## config.mk

```make
export PLATFORM = sky130hd
export DESIGN_NAME = hmf_fifo_ctrl
export DESIGN_NICKNAME = d
export VERILOG_FILES = /design/src/hdl/hmf_pkg.sv /design/src/hdl/hmf_sync2.sv /design/src/hdl/hmf_fifo_ctrl.sv
export SDC_FILE = /design/constraint.sdc
export NUM_CORES = 1
export LEC_CHECK = 0
export BUFFER_PORTS_ARGS = -buffer_cell sky130_fd_sc_hd__buf_4
export CAP_MARGIN = 20
export CORE_ASPECT_RATIO = 0.6
export CORE_MARGIN = 1.5
export CORE_UTILIZATION = 62
export DETAILED_ROUTE_END_ITERATION = 12
export MAX_ROUTING_LAYER = met4
export PLACE_DENSITY_LB_ADDON = 0.3
export SLEW_MARGIN = 20
export SYNTH_ARGS = -nofsm -noshare
export SYNTH_HDL_FRONTEND = slang
export SYNTH_SLANG_ARGS = --single-unit
```

## constraint.sdc

```tcl
create_clock -name ref_clk -period 8.1 [get_ports ref_clk]
set_input_delay 1.62 -clock ref_clk [delete_from_list [all_inputs] [get_ports ref_clk]]
set_output_delay 1.62 -clock ref_clk [all_outputs]
set_load 0.1 [all_outputs]
```

## src/hdl/hmf_pkg.sv

```systemverilog
// package: register map, field positions and constants of the fifo control block
package hmf_pkg;
   localparam logic [7:0] TX_CFG_ADDR = 8'h70;
   localparam logic [7:0] RX_DP_ADDR = 8'h78;
   localparam logic [7:0] RX_LVL_ADDR = 8'h7c;
   localparam logic [7:0] RX_CFG_ADDR = 8'h6c;
   localparam logic [7:0] INT_STS_ADDR = 8'h60;
   localparam logic [7:0] INT_MASK_ADDR = 8'h64;
   localparam int STOP_BIT = 0;
   localparam int TXON_BIT = 1;
   localparam int SAO_BIT = 2;
   localparam int TXD_FLUSH_BIT = 14;
   localparam int TXS_FLUSH_BIT = 15;
   localparam int SKIP_BIT = 31;
   localparam int OFF_LSB = 8;
   localparam int OFF_MSB = 12;
   localparam int SUSED_LSB = 16;
   localparam int SUSED_MSB = 23;
   localparam int DUSED_LSB = 0;
   localparam int DUSED_MSB = 15;
   localparam int IRQ_W = 3;
   localparam int IRQ_TX_STATUS_FULL_IRQ = 0;
   localparam int IRQ_STOPPED = 1;
   localparam int IRQ_SKIPDONE = 2;
   localparam logic [4:0] OFF_RESET = 5'h00;
   localparam logic [15:0] BYTES_PER_WORD = 16'h0004;
   localparam logic [1:0] WORD_LOW_MASK = 2'h3;
   typedef enum logic [1:0] {
      HMF_IDLE = 2'b00,
      HMF_SEND = 2'b01,
      HMF_HOLD = 2'b11
   } hmf_tx_t;
endpackage : hmf_pkg

```

## src/hdl/hmf_sync2.sv

```systemverilog
// two-flop synchroniser for pin-level inputs
`timescale 1ns/1ps
`default_nettype none
module hmf_sync2 #(
   parameter int W = 1
) (
   input wire logic refClk,
   input wire logic ce,
   input wire logic [W-1:0] din,
   output logic [W-1:0] dout
);
   typedef struct packed {
      logic [W-1:0] s1;
      logic [W-1:0] s2;
   } hmf_sync_t;
   hmf_sync_t st_reg;
   hmf_sync_t st_next;
   always_comb begin
      st_next = st_reg;
      if (ce) begin
         st_next.s1 = din;
         st_next.s2 = st_reg.s1;
      end
   end
   always_ff @(posedge refClk) begin
      st_reg <= st_next;
   end
   assign dout = st_reg.s2;
endmodule : hmf_sync2
`default_nettype wire

```

## src/hdl/hmf_fifo_ctrl.sv

```systemverilog
// host mac fifo control: transmit control, receive offset, skip and levels
`timescale 1ns/1ps
`default_nettype none
// Notes on behaviour
// (RQ1) receive data start shifts by programmed offset 0..31 bytes, bits 12:8
// (RQ2) host changes offset low two bits only with receiver halted and purged
// (RQ3) upper offset bits change anytime; new value applies at next frame read
// (RQ4) writing one to bit 15 flushes transmit status fifo, self-clears
// (RQ5) writing one to bit 14 flushes transmit data fifo, self-clears
// (RQ6) overrun-allow clear: transmission pauses while status fifo is full
// (RQ7) status-fifo-full interrupt flag raises regardless of overrun-allow
// (RQ8) transmitter enable set: frames in transmit data fifo are sent
// (RQ9) stop requested and transmitter halted clears transmitter enable
// (RQ10) stop bit finishes current frame, then halts; stop bit then clears
// (RQ11) writes to stop bit ignored while it reads one
// (RQ12) bit 31 write skips to next receive frame; reads high until done
// (RQ13) host must not read receive data fifo while skip bit is high
// (RQ14) bits 23:16 report receive status fifo occupancy in words
// (RQ15) bits 15:0 report receive data bytes, frame length rounded to words
// (RQ16) reserved bits read zero; writes to read-only fields ignored
module hmf_fifo_ctrl #(
   parameter int SUSED_W = 8,
   parameter int DUSED_W = 16
) (
   input wire logic ref_clk,
   input wire logic rst,
   input wire logic clkEn,
   input wire logic [7:0] regAddr,
   input wire logic [31:0] regWdata,
   input wire logic regWr,
   input wire logic regRd,
   output logic [31:0] regRdata,
   output logic irq,
   // mac-side status, from pins of the mac core
   input wire logic txDataAvail,
   input wire logic txFrameEnd,
   input wire logic txStatFull,
   input wire logic rxFrameDone,
   input wire logic [DUSED_W-1:0] rxFrameLen,
   input wire logic rxStatPush,
   input wire logic rxStatPop,
   input wire logic rxDataPop,
   input wire logic rxSkipDone,
   input wire logic rxFrameStart,
   // mac-side controls
   output logic txGo,
   output logic txStatFlush,
   output logic txDataFlush,
   output logic rxSkipReq,
   output logic [4:0] rxStartByteShift
);

   // all mac inputs come from another clock domain, so synchronise them
   localparam int SW = 9;
   logic [SW-1:0] syncIn;
   logic [SW-1:0] syncOut;
   logic [DUSED_W-1:0] lenSync;
   assign syncIn = {txDataAvail, txFrameEnd, txStatFull, rxFrameDone,
      rxStatPush, rxStatPop, rxDataPop, rxSkipDone, rxFrameStart};
   hmf_sync2 #(.W(SW)) uSync (
      .refClk(ref_clk),
      .ce(clkEn),
      .din(syncIn),
      .dout(syncOut)
   );
   // frame length is stable while rxFrameDone is synchronised
   hmf_sync2 #(.W(DUSED_W)) uLen (
      .refClk(ref_clk),
      .ce(clkEn),
      .din(rxFrameLen),
      .dout(lenSync)
   );
   logic sDataAvail, sFrameEnd, sStatFull, sFrameDone;
   logic sStatPush, sStatPop, sDataPop, sSkipDone, sFrameStart;
   assign {sDataAvail, sFrameEnd, sStatFull, sFrameDone, sStatPush,
      sStatPop, sDataPop, sSkipDone, sFrameStart} = syncOut;

   function automatic logic [DUSED_W-1:0] roundWord(
      input logic [DUSED_W-1:0] len);
      logic [DUSED_W-1:0] r;
      r = len;
      if ((len[1:0] & hmf_pkg::WORD_LOW_MASK) != 2'h0)
         r = (len | DUSED_W'(hmf_pkg::WORD_LOW_MASK)) + DUSED_W'(1);
      return r;
   endfunction : roundWord

   typedef struct packed {
      hmf_pkg::hmf_tx_t txState;
      logic txOn;
      logic stopReq;
      logic allowOver;
      logic txsFlush;
      logic txdFlush;
      logic skip;
      logic [4:0] offActive;
      logic [4:0] offProg;
      logic [SUSED_W-1:0] statUsed;
      logic [DUSED_W-1:0] dataUsed;
      logic [hmf_pkg::IRQ_W-1:0] intSts;
      logic [hmf_pkg::IRQ_W-1:0] intMask;
      logic fullPrev;
      logic [31:0] rdata;
      logic irqOut;
      logic go;
   } hmf_state_t;
   hmf_state_t st_reg;
   hmf_state_t st_next;

   logic wrTx, wrDp, wrCfg, wrMask, rdSts;
   assign wrTx = regWr && regAddr == hmf_pkg::TX_CFG_ADDR;
   assign wrDp = regWr && regAddr == hmf_pkg::RX_DP_ADDR;
   assign wrCfg = regWr && regAddr == hmf_pkg::RX_CFG_ADDR;
   assign wrMask = regWr && regAddr == hmf_pkg::INT_MASK_ADDR;
   assign rdSts = regRd && regAddr == hmf_pkg::INT_STS_ADDR;

   logic [hmf_pkg::IRQ_W-1:0] evt;

   always_comb begin
      st_next = st_reg;
      evt = '0;
      // self-clearing flush strobes last one cycle
      st_next.txsFlush = 1'b0;
      st_next.txdFlush = 1'b0;
      if (wrTx) begin
         st_next.allowOver = regWdata[hmf_pkg::SAO_BIT];
         st_next.txOn = regWdata[hmf_pkg::TXON_BIT];
         if (!st_reg.stopReq)
            st_next.stopReq = regWdata[hmf_pkg::STOP_BIT]; // RQ11
         st_next.txsFlush = regWdata[hmf_pkg::TXS_FLUSH_BIT]; // RQ4
         st_next.txdFlush = regWdata[hmf_pkg::TXD_FLUSH_BIT]; // RQ5
      end
      if (wrCfg)
         st_next.offProg = regWdata[hmf_pkg::OFF_MSB:hmf_pkg::OFF_LSB]; // RQ1
      // offset takes effect only between frames, never mid-read
      if (sFrameStart || !st_reg.txOn && st_reg.txState == hmf_pkg::HMF_IDLE
            && st_reg.dataUsed == '0)
         st_next.offActive = st_reg.offProg; // RQ3
      if (wrMask)
         st_next.intMask = regWdata[hmf_pkg::IRQ_W-1:0];
      if (wrDp && regWdata[hmf_pkg::SKIP_BIT])
         st_next.skip = 1'b1; // RQ12
      else if (sSkipDone && st_reg.skip) begin
         st_next.skip = 1'b0; // RQ12
         evt[hmf_pkg::IRQ_SKIPDONE] = 1'b1;
      end
      // transmit sequencing
      unique case (st_reg.txState)
         hmf_pkg::HMF_IDLE: begin
            if (st_reg.stopReq) begin
               st_next.stopReq = 1'b0; // RQ10
               st_next.txOn = 1'b0; // RQ9
               evt[hmf_pkg::IRQ_STOPPED] = 1'b1;
            end else if (st_reg.txOn && sDataAvail
                  && (st_reg.allowOver || !sStatFull))
               st_next.txState = hmf_pkg::HMF_SEND; // RQ8 RQ6
         end
         hmf_pkg::HMF_SEND: begin
            if (!st_reg.allowOver && sStatFull)
               st_next.txState = hmf_pkg::HMF_HOLD; // RQ6
            else if (sFrameEnd)
               st_next.txState = hmf_pkg::HMF_IDLE; // RQ10
         end
         hmf_pkg::HMF_HOLD: begin
            if (st_reg.allowOver || !sStatFull)
               st_next.txState = hmf_pkg::HMF_SEND; // RQ6
         end
         default: st_next.txState = hmf_pkg::HMF_IDLE;
      endcase
      st_next.go = st_next.txState == hmf_pkg::HMF_SEND;
      // full flag rises on the edge, independent of overrun-allow
      st_next.fullPrev = sStatFull;
      if (sStatFull && !st_reg.fullPrev)
         evt[hmf_pkg::IRQ_TX_STATUS_FULL_IRQ] = 1'b1; // RQ7
      // receive levels
      if (sStatPush && !sStatPop)
         st_next.statUsed = st_reg.statUsed + SUSED_W'(1); // RQ14
      else if (sStatPop && !sStatPush && st_reg.statUsed != '0)
         st_next.statUsed = st_reg.statUsed - SUSED_W'(1); // RQ14
      begin
         logic [DUSED_W-1:0] d;
         d = st_reg.dataUsed;
         if (sFrameDone)
            d = d + roundWord(lenSync); // RQ15
         if (sDataPop && d >= DUSED_W'(hmf_pkg::BYTES_PER_WORD))
            d = d - DUSED_W'(hmf_pkg::BYTES_PER_WORD); // RQ15
         st_next.dataUsed = d;
      end
      // read data, one cycle later; reserved bits zero
      st_next.rdata = '0; // RQ16
      if (regRd) begin
         unique case (regAddr)
            hmf_pkg::TX_CFG_ADDR: begin
               st_next.rdata[hmf_pkg::SAO_BIT] = st_reg.allowOver;
               st_next.rdata[hmf_pkg::TXON_BIT] = st_reg.txOn;
               st_next.rdata[hmf_pkg::STOP_BIT] = st_reg.stopReq;
            end
            hmf_pkg::RX_DP_ADDR:
               st_next.rdata[hmf_pkg::SKIP_BIT] = st_reg.skip; // RQ12
            hmf_pkg::RX_LVL_ADDR: begin
               st_next.rdata[hmf_pkg::SUSED_MSB:hmf_pkg::SUSED_LSB] =
                  st_reg.statUsed; // RQ14
               st_next.rdata[hmf_pkg::DUSED_MSB:hmf_pkg::DUSED_LSB] =
                  st_reg.dataUsed; // RQ15
            end
            hmf_pkg::RX_CFG_ADDR:
               st_next.rdata[hmf_pkg::OFF_MSB:hmf_pkg::OFF_LSB] =
                  st_reg.offProg;
            hmf_pkg::INT_STS_ADDR:
               st_next.rdata[hmf_pkg::IRQ_W-1:0] = st_reg.intSts;
            hmf_pkg::INT_MASK_ADDR:
               st_next.rdata[hmf_pkg::IRQ_W-1:0] = st_reg.intMask;
            default: st_next.rdata = '0;
         endcase
      end
      // read clears status, but a same-cycle event wins
      st_next.intSts = (rdSts ? '0 : st_reg.intSts) | evt;
      st_next.irqOut = |(st_next.intSts & st_next.intMask);
      if (!clkEn)
         st_next = st_reg;
      if (rst) begin
         st_next = '0;
         st_next.txState = hmf_pkg::HMF_IDLE;
         st_next.offProg = hmf_pkg::OFF_RESET;
         st_next.offActive = hmf_pkg::OFF_RESET;
      end
   end

   always_ff @(posedge ref_clk) begin
      st_reg <= st_next;
   end

   assign regRdata = st_reg.rdata;
   assign irq = st_reg.irqOut;
   assign txGo = st_reg.go;
   assign txStatFlush = st_reg.txsFlush;
   assign txDataFlush = st_reg.txdFlush;
   assign rxSkipReq = st_reg.skip;
   assign rxStartByteShift = st_reg.offActive;

   // rounding written independently of the helper function
   localparam logic [DUSED_W-1:0] RND = DUSED_W'(hmf_pkg::WORD_LOW_MASK);
endmodule : hmf_fifo_ctrl
`default_nettype wire

```

# ---- Yosys cells after proc, flatten, opt, wreduce, memory -nomap -nowiden
# Index checks and enable logic that the tools add are counted.
# Widths: inputs -> output; s select.
dict set report classes {
  n_mux 31
  magnitude_cmp 1
  n_mul 0
  n_div 0
  n_shift 0
  n_eq_ne 9
  bitwise_logic 2
  n_reduce_logical 37
  addsub 5
}
# cell n
set ops {}
lappend ops {{$mux 16} 4}
lappend ops {{$eq 8x7->1 const B} 6}
lappend ops {{$mux 32} 1}
lappend ops {{$logic_and 1x1->1} 17}
lappend ops {{$add 16x1->16 const B} 1}
lappend ops {{$add 16x16->16} 1}
lappend ops {{$ge 16x3->1 const B} 1}
lappend ops {{$logic_not 16->1} 1}
lappend ops {{$mux 8} 2}
lappend ops {{$sub 16x3->16 const B} 1}
lappend ops {{$mux 2} 7}
lappend ops {{$pmux 3 s4} 1}
lappend ops {{$mux 11} 1}
lappend ops {{$mux 5} 2}
lappend ops {{$pmux 5 s2} 1}
lappend ops {{$reduce_and 2->1} 5}
lappend ops {{$mux 1} 9}
lappend ops {{$add 8x1->8 const B} 1}
lappend ops {{$reduce_bool 8->1} 1}
lappend ops {{$sub 8x1->8 const B} 1}
lappend ops {{$logic_not 1->1} 6}
lappend ops {{$mux 3} 2}
lappend ops {{$pmux 2 s3} 1}
lappend ops {{$reduce_bool 2->1} 3}
lappend ops {{other kinds (7)} 9}
dict set report word_totals {
  ff_bits 133
  out_inout_bits 42
  mem_bits_ro 0
  ram_bits 0
  latchBits 0
  n_memories 0
  elab_cells 106
}

# ---- Logic depth before layout (Yosys ltp)
# Gate-level depths: netlist (run 1).
dict set report logic_depth {
  ltp_word 8
  mapped_depth 18
  ltp_nobuf 17
}

# ---- Modules after synthesis
# From an unflattened synthesis (run 1), not the netlist that was laid out.
dict set report hier_totals {
  cells_unflattened 768
  area_unflattened_um2 7121.8
}
# mod cells_each seq_area_each_um2 n_inst area_each_um2
set modules_own_cells {}
lappend modules_own_cells {hmf_fifo_ctrl 693 1521.5 1 5432.7}
lappend modules_own_cells {{hmf_sync2 at uLen} 48 960.9 1 1081.0}
lappend modules_own_cells {{hmf_sync2 at uSync} 27 540.5 1 608.1}

# ---- Worst setup path before layout (run 1)
# No wires, ideal clock.
dict set report synth_path {
  kind {register to register}
  from {register uLen.st_reg (netlist bit uLen.dout[0])}
  to {register st_reg[52] in the netlist's numbering}
  slack_ns 4.330
  n_path_buf 1
  t_arrival_ns 3.688
  required_time_ns 8.017
  stages_incl_launch_ff 17
  path_cell_list {edfxtp_1 -> nor2_1 -> nor2_1 -> and3_1 -> nor2b_1 -> xor2_1 -> ha_1 -> buf_2 -> a211oi_1 -> nor2_1 -> mux2i_1 -> a221oi_1 -> nand2_1 -> o32a_1 -> o311a_1 -> or4b_1 -> o221ai_1}
}
dict set report synth_via {
  elab_chain_cells 8
  elab_cells_between_ends 9
  cone_classes {2 x add/sub; 1 x order compare; 4 x mux; 2 x reduce/logical}
}
# element line
set synth_rtl {}
lappend synth_rtl {{from (decl)} hmf_sync2.sv:16} ;# hmf_sync_t st_reg;
lappend synth_rtl {{from (signal assigned)} hmf_sync2.sv:26} ;# st_reg <= st_next;
lappend synth_rtl {{$reduce_bool 2->1} hmf_fifo_ctrl.sv:82} ;# if ((len[1:0] & hmf_pkg::WORD_LOW_MASK) != 2'h0)
lappend synth_rtl {{$mux 16 (*)} hmf_fifo_ctrl.sv:82}
lappend synth_rtl {{$mux 16 (*)} hmf_fifo_ctrl.sv:182} ;# if (sFrameDone)
lappend synth_rtl {{$add 16x16->16 (*)} hmf_fifo_ctrl.sv:183} ;# d = d + roundWord(lenSync);
lappend synth_rtl {{$mux 16 (*)} hmf_fifo_ctrl.sv:182}
lappend synth_rtl {{$ge 16x3->1} hmf_fifo_ctrl.sv:184} ;# if (sDataPop && d >= DUSED_W'(hmf_pkg::BYTES_PER_WORD))
lappend synth_rtl {{$logic_and 1x1->1} hmf_fifo_ctrl.sv:184}
lappend synth_rtl {{$mux 16 (*)} hmf_fifo_ctrl.sv:184}
lappend synth_rtl {{to (signal assigned)} hmf_fifo_ctrl.sv:229} ;# st_reg <= st_next;
lappend synth_rtl {{to (decl)} hmf_fifo_ctrl.sv:106} ;# hmf_state_t st_reg;
# Every way passes the cells marked *; elsewhere a longest branch is shown, timed or not. The select of a mux whose other input is x is not followed.
# A chain may end at the register's enable or synchronous reset.

# ---- Final worst setup path (run 1)
dict set report layout_path {
  from {register uLen.st_reg (netlist bit uLen.dout[0])}
  to {register st_reg[51] in the netlist's numbering}
}
# Same word-level chain as after synthesis.

==> results of run 1 <==
## cell usage in the layout (no fill, tap or decap), drive strengths merged, types with 12 or more instances in the layout
cell    instances
nor4           12
buf            86
nor2           80
ha             27
nor2b          33
clkbuf         19
dfxtp          76
mux2i          23
inv            25
nand2          48
a21oi          72
nand3          25
o21ai          24
nand2b         17
edfxtp         50
nor3           22
xnor2          17
## cell type report
class / count / share of cell area
clock buffer: 19 / 0.05504
inverter: 18 / 0.008396
clock inverter: 13 / 0.02208
tap: 139 / 0.02161
timing repair buffer: 86 / 0.08022
multi-input combinational: 544 / 0.4370
sequential: 126 / 0.3756
## worst max-delay path, delay by kind of cell, from the launching register on
kind,cells,cell delay [ns]
compound gates,4,1.81
simple gates,9,1.67
flops,1,0.43
fa+ha+maj,1,0.40
mux,1,0.31
xor+xnor,1,0.07
## per-layer routing
metal,wire length (um),part of all wire,up-vias,global-route usage
met5,0,0,-,-
met1,7273,0.43,2772,0.3877
met3,1597,0.095,49,0.08634
li1,-,-,2773,-
met4,336,0.020,0,0.09282
met2,7578,0.45,341,0.4636
## how the worst max path moves through the flow
stage | start | endpoint | slack, ns
final | uLen.dout[0] | st_reg[51] | 3.33
after global routing | uLen.dout[1] | st_reg[51] | 3.12
after CTS | uLen.dout[0] | st_reg[51] | 3.53
after detailed placement | uLen.dout[0] | st_reg[51] | 3.57
after global placement | uLen.dout[0] | st_reg[51] | 3.75
after floorplan | uLen.dout[0] | st_reg[52] | 4.33
## metrics by stage
stage	total power, mW	setup WS, ns
final	2.009	3.330
after detailed placement	1.194	3.567
after global placement	1.171	3.746
after floorplan	1.085	4.330
after CTS	1.999	3.527
after global routing	2.087	3.118
## where the power goes
group	switching (mW)	internal [mW]	leakage, nW
combinational	0.280	0.172	1.68
sequential	0.0501	0.702	1.11
clock	0.303	0.501	0.303
total	0.633	1.38	3.09
## kinds of logic (layout without fill, tap and decap cells)
group / count (synthesis) / in the layout / synth area share
AND/OR/NAND/NOR: 281 / 281 / 0.2047
AO/OA/AOI/OAI: 174 / 174 / 0.1711
flip-flops: 126 / 126 / 0.4323
buffers and inverters: 87 / 136 / 0.06978
adder cells (fa/ha/maj): 29 / 29 / 0.05403
XOR/XNOR: 26 / 26 / 0.03256
multiplexers: 24 / 24 / 0.03453
other: 2 / 10 / 0.001074
==> metrics.yaml, run 1 <==
multi_input_area_um2: 3517
p_leak_nw: 3.093
synth_cell_types: 81
synth_edf_count: 50
cts_made_buffers: 17
drv_slew: 0
synthCells: 749
nFillCells: 728
r2r_cells: 16
post-cts-setup-buffer-count: 0
drv_cap: 0
placed_cells_incl_taps: 913
p_per_area_nw_per_um2: 249.6
final_area_um2: 8048
pin_count: 112
initial_core_util: 0.6489
largest_reg_flops: 39
synth_largest_area_cell: "dfxtp_1"
drc: 0
clk_pin_slew_worst_paths_ns: 0.06
core_area_um2: 10780
dieHeight_um: 85.27
root_buffer: "clkbuf_16"
ys_async_sr_fraction: 0
cts.hold.buffers_added: 0
skew_ns: 0.01133
synth_seq_cells: 126
vias: 5935
place.gp.congestion: 0.9861
antenna_cells: 0
fin_crit_sh: 0.5889
syn_area_um2: 6993
path_cells: "nor2_1, nor2_1, and3_1, nand2_1, xnor2_1, ha_1, and2_1, nand3_1, a21oi_1, mux2i_1, nand2_1, o32a_1, o31ai_4, or2_2, nor4_1, a311o_1"
worstPathMaxFanout: 15
syn_area_per_cell_um2: 9.336
yosys.cell_count.top_type: "nor2_1"
cts.sinks: 126
arrival_ns: 5.08
grt_start_max_net_pins: 84
cts_resized: 0
fp.dieArea_um2: 11950
die_w_um: 140.1
wl_per_cell_um: 17.76
yosys-top-cells-count: "nor2_1, dfxtp_1, a21oi_1"
grt_pass1_wl_um: 27440
setup_tns_ns: 0
critPathMaxStageDelay_ns: 0.67
drive_gt1_frac: 0.1737
dpl_cell_area_um2: 7427
first_global_vias: 5639
slew_headroom: 0.3213
dp_hpwl_um: 11530
hold_viol: 0
fin_cells: 945
critPathRequiredTime_ns: 8.41
h-tree-depth: 4
vias_per_cell: 6.280
hold_start: "uLen.st_reg[20]"
drt_wl_total_um: 16790
min_path_type: "register to register"
rows: 29
clk_latency_ns: 0.42
regArea_um2: 3023
end_kind: "register"
portBuffers: 83
worst_r2r_endpoint: "st_reg[51]"
r2r_slack_ns: 3.33
cp-start-kind: "register"
worstHoldEndpoint: "uLen.dout[4]"
ant_nets: 0
gr-total-overflow: 0
worstSetupPathType: "register to register"
status: "finished, final reports clean"
hold_depth: 0
worstReg2RegStart: "uLen.dout[0]"
synthToLayoutAreaGrowth_pct: 15.08
firstDrtPassIters: 6
synth_area_leaders: "dfxtp_1, edfxtp_1, a21oi_1"
cts_max_path_buffers: 2
hold_ws_ns: 0.4164
utilization: 0.7468
synth_top_area_share: 0.2176
finalNetCount: 892
fin_crit_ns: 4.770
grt_antenna_before_repair: 0
rsz0062_at_grt: "no"
setup_viol: 0
peakVddDrop_mv: 0.1789
synthFlopType: "dfxtp_1"
dr.first_iter.drc_count: 561
fmax_ghz: 0.2096
tightestPinTransition_ns: 1.010
cts_tree: "yes"
yosys_warnings: 0
yosysSeqAreaShare: 0.4323
grtUsageTotal: 0.3012
slowest_stage: "o31ai_4"
Power figures use the tool's default switching activity.
==> inputs of run 2 (changes only) <==
--- a/config.mk
+++ b/config.mk
@@ -9,7 +9,7 @@
 export CAP_MARGIN = 20
 export CORE_ASPECT_RATIO = 0.6
 export CORE_MARGIN = 1.5
-export CORE_UTILIZATION = 62
+export CORE_UTILIZATION = 57
 export DETAILED_ROUTE_END_ITERATION = 12
 export MAX_ROUTING_LAYER = met4
 export PLACE_DENSITY_LB_ADDON = 0.3
==> constraint.sdc (replaced) <==
create_clock -name ref_clk -period 4.7 [get_ports ref_clk]
set_input_delay 0.94 -clock ref_clk [delete_from_list [all_inputs] [get_ports ref_clk]]
set_output_delay 0.94 -clock ref_clk [all_outputs]
set_load 0.1 [all_outputs]
==> run 2 against run 1 <==
Die area grew 8.5%. Fmax rose by 4.8%. Register-to-register slack worse by 3.2 ns. Via count shrank 0.89%. Hold slack got worse by 0.0032 ns.
==> metrics.yaml, run 2 (synthesis results as in run 1) <==
status: "finished, final reports clean"
layout.cells.most_common: "buf_4"
die_w_um: 146.0
switching_share: 0.3153
antenna_cells: 0
clockPowerShare: 0.398
tightestPinTransition_ns: 1.020
setup_tns_ns: 0
drv_slew: 0
drt_wl_total_um: 17060
dpl_cell_area_um2: 7475
p_leak_nw: 3.111
cp-start-kind: "register"
min_path_type: "register to register"
initial_core_util: 0.5816
peakVddDrop_mv: 0.2736
grt_antenna_before_repair: 0
arrival_ns: 4.82
root_buffer: "clkbuf_16"
core_area_um2: 12020
finalNetCount: 896
critPathRequiredTime_ns: 4.97
grt_pass1_wl_um: 26610
dr.first_iter.drc_count: 532
combinationalPowerShare: 0.227
cts.hold.buffers_added: 0
place.gp.congestion: 0.9147
drc: 0
nFillCells: 938
worstSetupPathType: "register to register"
fmax_ghz: 0.2197
pwr-share-seq: 0.375
drv_cap: 0
portBuffers: 83
clk_latency_ns: 0.42
worstPathMaxFanout: 9
hold_viol: 0
firstDrtPassIters: 6
rows: 31
fp.dieArea_um2: 12960
dp_hpwl_um: 11950
fin_crit_ns: 4.552
h-tree-depth: 4
end_kind: "register"
gr-total-overflow: 0
first_global_vias: 5374
rsz0062_at_grt: "no"
setup_viol: 0
p_int_mw: 2.365
wl_per_cell_um: 17.50
grt_start_max_net_pins: 84
vias: 5882
p_per_area_nw_per_um2: 425.6
fin_crit_sh: 0.9684
p_switching_mw: 1.089
ant_nets: 0
slew_headroom: 0.3201
vias_per_cell: 6.033
skew_ns: 0.01240
clk_pin_slew_worst_paths_ns: 0.06
drive_gt1_frac: 0.1778
cts_max_path_buffers: 2
largest_reg_flops: 39
dieHeight_um: 88.80
synthToLayoutAreaGrowth_pct: 16.05
final_cell_mix: "buf_4, nor2_1, dfxtp_1, a21oi_1, edfxtp_1"
final_area_um2: 8115
cts_made_buffers: 17
cts_tree: "yes"
cts.sinks: 126
pin_count: 112
grtUsageTotal: 0.2720
[run 2: worst max-delay path: stages (launching register included)]
cell and delay [ns]:
edfxtp_1 0.41, nor2_1 0.11, nor2_1 0.22, and3_1 0.27
nand4_1 0.14, xnor2_1 0.17, ha_1 0.40, nand2_1 0.16
a211oi_1 0.38, a21oi_1 0.14, xor2_1 0.28, a31oi_1 0.13
or2_0 0.47, nand2b_1 0.25, nor4_1 0.57, o21bai_1 0.20
o311ai_1 0.11
[run 2: timing repair]
action / in CTS / in global routing
setup buffers: 0 / 2
endpoints found under the setup margin: 0 / 3
hold endpoints to repair: 0 / 0
resized for setup: 0 / 1
[run 2: area by class of cell]
class / count / area, um^2 / share of cell area
clock inverters: 12 / 146.4 / 0.01804
well taps: 165 / 206.4 / 0.02544
multi-input cells: 544 / 3517 / 0.4334
inverters: 18 / 67.56 / 0.008326
clock buffers: 20 / 479.2 / 0.05905
repair buffers: 90 / 675.6 / 0.08326
flip-flops and latches: 126 / 3023 / 0.3725
[run 2: power groups by stage]
stage	clock network, mW	registers [mW]	logic, mW
global placement	0	1.31	0.717
finish	1.38	1.30	0.784
global route	1.44	1.30	0.851
floorplan	0	1.28	0.589
detailed placement	0	1.31	0.751
CTS	1.39	1.29	0.762
[run 2: worst paths after layout]
| kind | slack [ns] | cells after the start | to | from |
|---|---|---|---|---|
| max reg2reg | 0.15 | 16 | st_reg[55] | uLen.dout[1] |
| min | 0.41 | 0 | uLen.dout[10] | uLen.st_reg[26] |
| max | 0.15 | 16 | st_reg[55] | uLen.dout[1] |
| min reg2reg | 0.41 | 0 | uLen.dout[10] | uLen.st_reg[26] |
[run 2: metal layers]
| layer | global-route usage | routed length (um) | vias to the layer above |
|---|---|---|---|
| li1 | - | - | 2787 |
| met1 | 0.3586 | 7501 | 2783 |
| met2 | 0.4247 | 7794 | 278 |
| met3 | 0.06082 | 1529 | 34 |
| met4 | 0.07897 | 233 | 0 |
| met5 | - | 0 | - |
[run 2: per-stage QoR]
stage	utilization	setup WS, ns	total power, mW	hold slack (ns)	instances
after floorplan	-	0.9297	1.870	0.4003	757
after global placement	0.6216	0.3531	2.027	0.4013	941
after detailed placement	0.6216	0.1852	2.066	0.4045	941
after CTS	0.6737	0.1759	3.443	0.4166	973
after global routing	0.6749	0.004646	3.592	0.4233	975
final	0.6749	0.1484	3.454	0.4131	975
